--- src/vbc_pkg.sv ---
// package: constants and carrier types for supply control and charger detect
package vbc_pkg;

    // ---------------------------------------------------------------
    // register bit positions
    // ---------------------------------------------------------------
    localparam int IFC_INVERT_BIT   = 5;
    localparam int IFC_BYPASS_BIT   = 6;
    localparam int OTG_EXT_SEL_BIT  = 7;
    localparam int OTG_DRIVE_BIT     = 5;
    localparam int OTG_DRIVE_ALT_BIT = 6;

    // ---------------------------------------------------------------
    // reset values
    // ---------------------------------------------------------------
    localparam logic [7:0] IFC_RESET = 8'h00;
    localparam logic [7:0] OTG_RESET = 8'h00;
    localparam logic [2:0] REG_LEVEL_RESET = 3'h0;
    localparam logic [1:0] LINE_SE0 = 2'h0;

    // ---------------------------------------------------------------
    // carrier types
    // ---------------------------------------------------------------
    typedef struct packed {
        logic data_voltage_source_en;
        logic data_current_sink_en;
        logic contact_detect_en;
        logic host_charge_en;
        logic plus_line_pulldown;
        logic minus_line_pulldown;
    } vbc_chg_en_t;

    typedef struct packed {
        logic sel;
        logic bypass;
        logic invert;
    } vbc_ind_cfg_t;

endpackage : vbc_pkg

--- src/vbc_sync_flag.sv ---
// sticky change flag: set on a level change, cleared by the link
`timescale 1ns/1ns
`default_nettype none
module vbc_sync_flag (
    input  wire logic clk_in,
    input  wire logic reset_n_in,
    input  wire logic level_in,
    input  wire logic clear_in,
    output logic      flag_out
);
    logic level_q_r;
    logic flag_r;

    always_ff @(posedge clk_in or negedge reset_n_in) begin
        if (!reset_n_in) begin
            level_q_r <= 1'b0;
        end else begin
            level_q_r <= level_in;
        end
    end

    // set wins over clear so no change is lost
    always_ff @(posedge clk_in or negedge reset_n_in) begin
        if (!reset_n_in) begin
            flag_r <= 1'b0;
        end else if (level_in != level_q_r) begin
            flag_r <= 1'b1;
        end else if (clear_in) begin
            flag_r <= 1'b0;
        end
    end

    assign flag_out = flag_r;
endmodule // vbc_sync_flag
`default_nettype wire

--- src/vbc_top.sv ---
// top: supply switch drive, supply-valid source select, uart and charger detect
`timescale 1ns/1ns
`default_nettype none
module vbc_top (
    // clock and reset
    input  wire logic                  CLK_IN,
    input  wire logic                  RESET_N_IN,
    // register bits from the link
    input  wire logic [7:0]            IFC_CTRL_IN,
    input  wire logic [7:0]            OTG_CTRL_IN,
    input  wire logic                  OTG_WR_IN,
    input  wire logic                  IFC_WR_IN,
    input  wire logic [2:0]            UART_LEVEL_IN,
    input  wire logic [2:0]            NORMAL_LEVEL_IN,
    input  wire logic                  UART_MODE_IN,
    input  wire logic                  LOW_POWER_IN,
    input  wire vbc_pkg::vbc_chg_en_t  CHG_EN_IN,
    input  wire logic                  DET_IRQ_CLR_IN,
    // analog and pin levels
    input  wire logic                  SUPPLY_VALID_COMPARE_IN,
    input  wire logic                  EXT_SENSE_IN,
    input  wire logic                  DATA_VOLTAGE_RAW_IN,
    input  wire logic [1:0]            LINE_STATE_IN,
    // outputs
    output logic                       SWITCH_EN_N_OUT,
    output logic                       SWITCH_EN_N_OE_N_OUT,
    output logic                       SUPPLY_VALID_OUT,
    output logic                       SENSE_PULLDOWN_OUT,
    output logic [2:0]                 REG_LEVEL_OUT,
    output logic [1:0]                 LINE_STATE_OUT,
    output vbc_pkg::vbc_chg_en_t       CHG_EN_OUT,
    output logic                       DATA_VOLTAGE_DETECT_OUT,
    output logic                       DET_IRQ_OUT
);
    // ---------------------------------------------------------------
    // control registers
    // ---------------------------------------------------------------
    logic                  drive_r;
    logic                  drive_alt_r;
    vbc_pkg::vbc_ind_cfg_t cfg_r;
    logic                  switch_n_r;
    logic                  valid_r;
    logic                  pd_r;
    logic [2:0]            level_r;
    logic [1:0]            line_r;
    vbc_pkg::vbc_chg_en_t  chg_r;
    logic                  det_r;
    logic                  det_nxt;
    logic                  valid_nxt;
    logic                  irq_flag;

    // one process owns the whole option struct; async clear is power-on
    always_ff @(posedge CLK_IN or negedge RESET_N_IN) begin
        if (!RESET_N_IN) begin
            drive_r      <= 1'b0;
            drive_alt_r  <= 1'b0;
            cfg_r.sel    <= vbc_pkg::OTG_RESET[vbc_pkg::OTG_EXT_SEL_BIT];
            cfg_r.bypass <= vbc_pkg::IFC_RESET[vbc_pkg::IFC_BYPASS_BIT];
            cfg_r.invert <= vbc_pkg::IFC_RESET[vbc_pkg::IFC_INVERT_BIT];
        end else begin
            if (OTG_WR_IN) begin
                drive_r     <= OTG_CTRL_IN[vbc_pkg::OTG_DRIVE_BIT];
                drive_alt_r <= OTG_CTRL_IN[vbc_pkg::OTG_DRIVE_ALT_BIT];
                cfg_r.sel   <= OTG_CTRL_IN[vbc_pkg::OTG_EXT_SEL_BIT];
            end
            if (IFC_WR_IN) begin
                cfg_r.bypass <= IFC_CTRL_IN[vbc_pkg::IFC_BYPASS_BIT];
                cfg_r.invert <= IFC_CTRL_IN[vbc_pkg::IFC_INVERT_BIT];
            end
        end
    end

    // ---------------------------------------------------------------
    // supply switch and supply-valid source
    // ---------------------------------------------------------------
    always_comb begin
        if (!cfg_r.sel) begin
            valid_nxt = SUPPLY_VALID_COMPARE_IN;
        end else if (cfg_r.bypass) begin
            valid_nxt = EXT_SENSE_IN ^ cfg_r.invert;
        end else begin
            valid_nxt = (EXT_SENSE_IN ^ cfg_r.invert) & SUPPLY_VALID_COMPARE_IN;
        end
    end

    // open drain: pin is driven (oe_n low) only while pulling low
    always_ff @(posedge CLK_IN or negedge RESET_N_IN) begin
        if (!RESET_N_IN) begin
            switch_n_r <= 1'b1;
            valid_r    <= 1'b0;
            pd_r       <= 1'b1;
        end else begin
            switch_n_r <= ~(drive_r | drive_alt_r);
            valid_r    <= valid_nxt;
            pd_r       <= ~cfg_r.sel;
        end
    end

    // ---------------------------------------------------------------
    // uart side effects
    // ---------------------------------------------------------------
    always_ff @(posedge CLK_IN or negedge RESET_N_IN) begin
        if (!RESET_N_IN) begin
            level_r <= vbc_pkg::REG_LEVEL_RESET;
            line_r  <= vbc_pkg::LINE_SE0;
        end else begin
            level_r <= UART_MODE_IN ? UART_LEVEL_IN : NORMAL_LEVEL_IN;
            line_r  <= UART_MODE_IN ? vbc_pkg::LINE_SE0 : LINE_STATE_IN;
        end
    end

    // ---------------------------------------------------------------
    // charger detect: runs regardless of low power
    // ---------------------------------------------------------------
    assign det_nxt = DATA_VOLTAGE_RAW_IN & (LINE_STATE_IN == vbc_pkg::LINE_SE0);

    always_ff @(posedge CLK_IN or negedge RESET_N_IN) begin
        if (!RESET_N_IN) begin
            chg_r <= '0;
            det_r <= 1'b0;
        end else begin
            chg_r <= CHG_EN_IN;
            det_r <= det_nxt;
        end
    end

    vbc_sync_flag vbc_sync_flag_inst (
        .clk_in     (CLK_IN),
        .reset_n_in (RESET_N_IN),
        .level_in   (det_r),
        .clear_in   (DET_IRQ_CLR_IN),
        .flag_out   (irq_flag)
    );

    assign SWITCH_EN_N_OUT         = switch_n_r;
    assign SWITCH_EN_N_OE_N_OUT    = switch_n_r;
    assign SUPPLY_VALID_OUT        = valid_r;
    assign SENSE_PULLDOWN_OUT      = pd_r;
    assign REG_LEVEL_OUT           = level_r;
    assign LINE_STATE_OUT          = line_r;
    assign CHG_EN_OUT              = chg_r;
    assign DATA_VOLTAGE_DETECT_OUT = det_r;
    assign DET_IRQ_OUT             = irq_flag;
endmodule // vbc_top
`default_nettype wire

--- config.mk ---
export PLATFORM = sky130hd
export DESIGN_NAME = vbc_top
export DESIGN_NICKNAME = d
export VERILOG_FILES = /design/src/vbc_pkg.sv /design/src/vbc_sync_flag.sv /design/src/vbc_top.sv
export SDC_FILE = /design/constraint.sdc
export NUM_CORES = 1
export LEC_CHECK = 0
export BUFFER_PORTS_ARGS = -buffer_cell sky130_fd_sc_hd__buf_2
export CAP_MARGIN = 20
export CORE_MARGIN = 1
export CORE_UTILIZATION = 40
export DETAILED_ROUTE_END_ITERATION = 16
export PLACE_DENSITY = 0.82
export SLEW_MARGIN = 20
export SYNTH_ARGS = -nofsm -noshare
export SYNTH_HDL_FRONTEND = slang
export SYNTH_SLANG_ARGS = --single-unit
export TNS_END_PERCENT = 1
--- constraint.sdc ---
create_clock -name CLK_IN -period 2 [get_ports CLK_IN]
set_input_delay 0.6 -clock CLK_IN [delete_from_list [all_inputs] [get_ports CLK_IN]]
set_output_delay 0.6 -clock CLK_IN [all_outputs]
set_load 0.05 [all_outputs]
Word-level counts from Yosys, hierarchy flattened
Cells that the tools add are included.

Divide/modulo/power cells: 0. Shifts and indexed selects: 0. Bitwise operators: 6. $lt $le $gt $ge: 0. Reduce and logical (&&, ||, !) cells: 2. $add $sub $neg: 0. Mux-type cells: 6. Eq/ne operators: 1. $mul: 0.

Operators with widths (count): $mux W1 (4); $mux W3 (1); $and A1 B1 Y1 (2); $logic_not A2 Y1 (1); $mux W2 (1); $not A1 Y1 (2); $reduce_bool A2 Y1 (1); $ne A1 B1 Y1 (1); $or A1 B1 Y1 (1); $xor A1 B1 Y1 (1).

Register bits: 22. Memories: 0. Input port bits: 40. Word-level logic and storage cells: 34. Memory bits (writable): 0. Output and inout port bits: 17. Bits in latches: 0. ROM bits: 0.

Depth between registers and ports, before layout
Word-level depth: 4. Depth in mapped cells: 2. Gate-level depth less buffers: 2.

Cells and area by module
A second synthesis with hierarchy kept.

Cells, all modules: 43. Area, all modules: 716.9 µm².

By module, submodules not included: vbc_top (cells an instance 38, seq. area each 503.0 µm², instances 1, area an instance 649.4 µm²); vbc_sync_flag (cells an instance 5, seq. area each 50.0 µm², instances 1, area an instance 67.6 µm²).

Worst setup path before layout
No wires, ideal clock.

Kind: register to output. From: reg switch_n_r (netlist: SWITCH_EN_N_OE_N_OUT). To: out SWITCH_EN_N_OUT. Required time: 1400 ps. Cell stages (with the launch flop): 2. Arrival: 917 ps. Slack: 483 ps. Buffers on the path: 1. Cell sequence: dfstp_2 > buf_4.

RTL lines: from (decl) (RTL line vbc_top.sv:41) `logic switch_n_r;`; from (signal assigned) (RTL line vbc_top.sv:93) `switch_n_r <= ~(drive_r | drive_alt_r);`; to (decl) (RTL line vbc_top.sv:25) `output logic SWITCH_EN_N_OUT,`.

No word-level cell between the ends.

Worst setup path in the final report
From: reg switch_n_r (netlist: SWITCH_EN_N_OE_N_OUT). To: out SWITCH_EN_N_OUT.

No word-level cell between the ends.

==> summary.txt <==
STA
-------------------------------------------------------------------------------
Worst slew margin relative to its limit                                   0.698
Number of hold-slack violations in the final timing report                    0
Final critical delay including setup and external delays                1.68 ns
Fmax                                                                  0.595 GHz
Actual slew at the worst max-slew pin                                  0.453 ns
Final clock skew                                                     0.00683 ns
Number of max-slew violations in the final report                             0
Period Utilization, post-route                                            0.840
Setup violation total in the final timing report                              0
Accumulated negative setup slack                                           0 ns
RSZ-0062 raised after global routing                                      false

SYNTH
-------------------------------------------------------------------------------
Cell count after synthesis                                                   43
Post-Synth XOR/XNOR Area                                                 0.0244
Portion of the post-synthesis area used by sequential elements            0.771
Syn_nets                                                                     83
Average cell area after synthesis                                     16.7 um^2
Yosys warns                                                                   0
Adder and majority gate portion of the synthesized area                       0
Multiplexer area fraction after synthesis                                 0.110
Synth unique cells                                                           12
Synthesized-area fraction occupied by and/or/nand/nor cells              0.0454
Largest family of logic cells by synthesized area                  multiplexers
Area of the mapped netlist                                             717 um^2
Synth Area in Compound Gates                                             0.0279
Flop and latch count out of synthesis                                        22

DRT
-------------------------------------------------------------------------------
Detailed-route vias per instance                                           4.14
Total Wirelength                                                        1.16 mm
Routed via count                                                            472
Number of DRC markers after the initial detailed-route iteration              1
Detailed-route DRC error count                                                0
ANT nets after route                                                          0
DR WL/cell                                                              10.2 um
Count of TritonRoute iterations in the first routing pass                     2

CLOCKING
-------------------------------------------------------------------------------
CTS H-Tree Depth                                                              1
Clock sinks                                                                  22
CTS buffer count                                                              3
Clk slew on worst S/H paths                                             0.12 ns
Clock Latency Late Sink                                                 0.30 ns
CTS root buf                                                           clkbuf_4
CTS tree                                                                    yes
Quantity of hold-fixing buffers added after cts                               0
Buffer levels on the longest clock path                                       2
Post-CTS Resized                                                              0
Number of setup buffers added after CTS                                       0

OUTCOME
-------------------------------------------------------------------------------
Status                                                                completed

POWER
-------------------------------------------------------------------------------
Combinational share of power                                              0.199
Total power per unit cell area                                      909 mW/mm^2
Relative contribution of sequential cells to total power                  0.543
Largest voltage drop on the vdd net                                    0.489 mV
Reported leakage power                                              0.000521 uW
Internal Dissipation                                                     646 uW
Fraction of power consumed by the clock network                           0.258
Net switching fraction of the power                                       0.287
Net Switching                                                            260 uW

GLOBAL ROUTING
-------------------------------------------------------------------------------
Initial antenna violation count                                               0
Overflow left after global routing                                            0
Maximum number of pins on one net before global-route repair                 23
Via count of the first global-routing pass                                  447
Global-route wire length before repair                                  1.86 mm
GRT Total Usage                                                           0.140

WORST SETUP PATH
-------------------------------------------------------------------------------
Buffering stage count on the worst path with inverters included               1
Reg-to-reg startpoint                                              DATA_VOLTAGE_DETECT_OUT
Endpoint of the lowest-slack register-to-register path             vbc_sync_flag_inst.flag_out
Slowest cell on the critical path                                       dfstp_2
Class of the most critical setup path                              flop to output port
Startpoint types                                                           flop
Element type at the critical path end                               output port
Critical path startpoint                                           SWITCH_EN_N_OE_N_OUT
Number of cells on the worst reg-to-reg path                                  2
Ordered list of cells on the worst path                                   buf_2
Data required time at the worst endpoint                                1.40 ns
Slowest Stage Delay on Critical Path                                    0.54 ns
Largest driver fanout on the critical path                                    2
Number of cells on the critical path                                          1
Arrival time of data at the critical path endpoint                      1.08 ns
Reg2Reg Setup Slack                                                     1.22 ns
Delay-heaviest family, CP                                            flip-flops
End of the critical path                                           SWITCH_EN_N_OUT

FLOORPLAN
-------------------------------------------------------------------------------
DIE HEIGHT                                                              44.3 um
Die width                                                               44.3 um
Count of standard-cell rows                                                  14
Die Outline Area                                                   0.00197 mm^2
Core Region                                                        0.00159 mm^2
Number of top-level design ports                                             57
Effective utilization at floorplan                                        0.450

FINISH
-------------------------------------------------------------------------------
Count of inserted antenna diode cells                                         0
Layout cells sized above 1                                                0.656
Number of nets in the layout                                                131
Area growth from synthesis to layout                                      38.9%
Final design instance area without fill                                996 um^2
Total area of sequential cells                                         553 um^2
Final cell count without fillers                                            114
Number of inserted filler cells in the final layout                         144
Area of the multi-input gates                                          149 um^2

PLACE
-------------------------------------------------------------------------------
Final GP Congestion                                                       0.679
HPWL after DPL                                                           918 um
Placed Instances                                                            110
IO buf count                                                                 44
Instance area at placement                                             960 um^2

WORST HOLD PATH
-------------------------------------------------------------------------------
Hold crit path type                                                primary input to async pin

RUN
-------------------------------------------------------------------------------
Number of max-cap violations                                                  0

==> worst min path at each step <==
stage | end | slack, ns | depth (start not counted)
finish | CHG_EN_OUT[0] | 0.23 | 1
global route | CHG_EN_OUT[0] | 0.26 | 1
CTS | REG_LEVEL_OUT[0] | 0.24 | 1
detailed placement | SWITCH_EN_N_OE_N_OUT | 0.38 | 1
global placement | SWITCH_EN_N_OE_N_OUT | 0.37 | 1
floorplan | CHG_EN_OUT[0] | 0.30 | 0
==> power groups by stage <==
stage | Clock [uW] | Sequential (uW) | Combinational, uW
after global routing | 263 | 496 | 192
after global placement | 0 | 500 | 180
final | 234 | 492 | 180
after floorplan | 0 | 584 | 37.0
after detailed placement | 0 | 501 | 182
after CTS | 246 | 493 | 182
==> layer usage <==
| layer | wire [um] | track usage | share of wire | vias up |
|---|---|---|---|---|
| met5 | 0 | 0 | 0 | - |
| li1 | - | - | - | 233 |
| met2 | 605 | 0.235 | 0.52 | 22 |
| met3 | 66 | 0.0245 | 0.057 | 2 |
| met1 | 476 | 0.155 | 0.41 | 215 |
| met4 | 11 | 0.109 | 0.0095 | 0 |
==> cells in the mapped netlist (all sizes together) <==
master / n / share of area
a21oi: 2 / 0.014
and2b: 2 / 0.024
buf: 1 / 0.010
dfrtp: 20 / 0.70
dfstp: 2 / 0.073
inv: 2 / 0.010
mux2: 7 / 0.11
nand2: 1 / 0.0052
nor2: 1 / 0.0052
nor3b: 1 / 0.010
o21ai: 2 / 0.014
xnor2: 2 / 0.024
==> flip-flops by register name, summed over array words and instances (netlist names) <==
signal,cells
SWITCH_EN_N_OE_N_OUT,1
cfg_r,3
CHG_EN_OUT,6
drive_r,1
vbc_sync_flag_inst.flag_out,1
LINE_STATE_OUT,2
REG_LEVEL_OUT,3
SENSE_PULLDOWN_OUT,1
SUPPLY_VALID_OUT,1
DATA_VOLTAGE_DETECT_OUT,1
vbc_sync_flag_inst.level_q_r,1
drive_alt_r,1
==> cells in the final DEF, fill, tap and decap left out, drive strengths merged <==
cell type  Yosys  routed
xnor2          2       2
nor3b          1       1
nand2          1       1
mux2           7       7
o21ai          2       2
a21oi          2       2
and2b          2       2
dfstp          2       2
clkbuf         0       4
buf            1      44
nor2           1       1
inv            2       2
dfrtp         20      20
==> per-stage QoR <==
stage                     hold WS (ns)  worst slack, ns  total power, uW   util
after floorplan                  0.304            0.483              621      -
after global placement           0.372            0.646              680  0.602
after detailed placement         0.380            0.645              683  0.602
after CTS                        0.237            0.294              920  0.625
after global routing             0.257            0.265              951  0.625
final                            0.228            0.319              906  0.625
==> kinds of logic (layout without fill, tap and decap cells) <==
| group | count (synthesis) | count (layout) |
|---|---|---|
| AO/OA/AOI/OAI | 4 | 4 |
| XOR/XNOR | 2 | 2 |
| buffers and inverters | 3 | 50 |
| flip-flops | 22 | 22 |
| multiplexers | 7 | 7 |
| AND/OR/NAND/NOR | 5 | 5 |
==> final cells by class <==
cell class | instances | share of cell area
repair buffers | 44 | 0.221
clock buffers | 4 | 0.0364
flip-flops and latches | 22 | 0.555
well taps | 24 | 0.0302
inverters | 2 | 0.00754
multi-input cells | 18 | 0.149
Power figures use the tool's default switching activity.
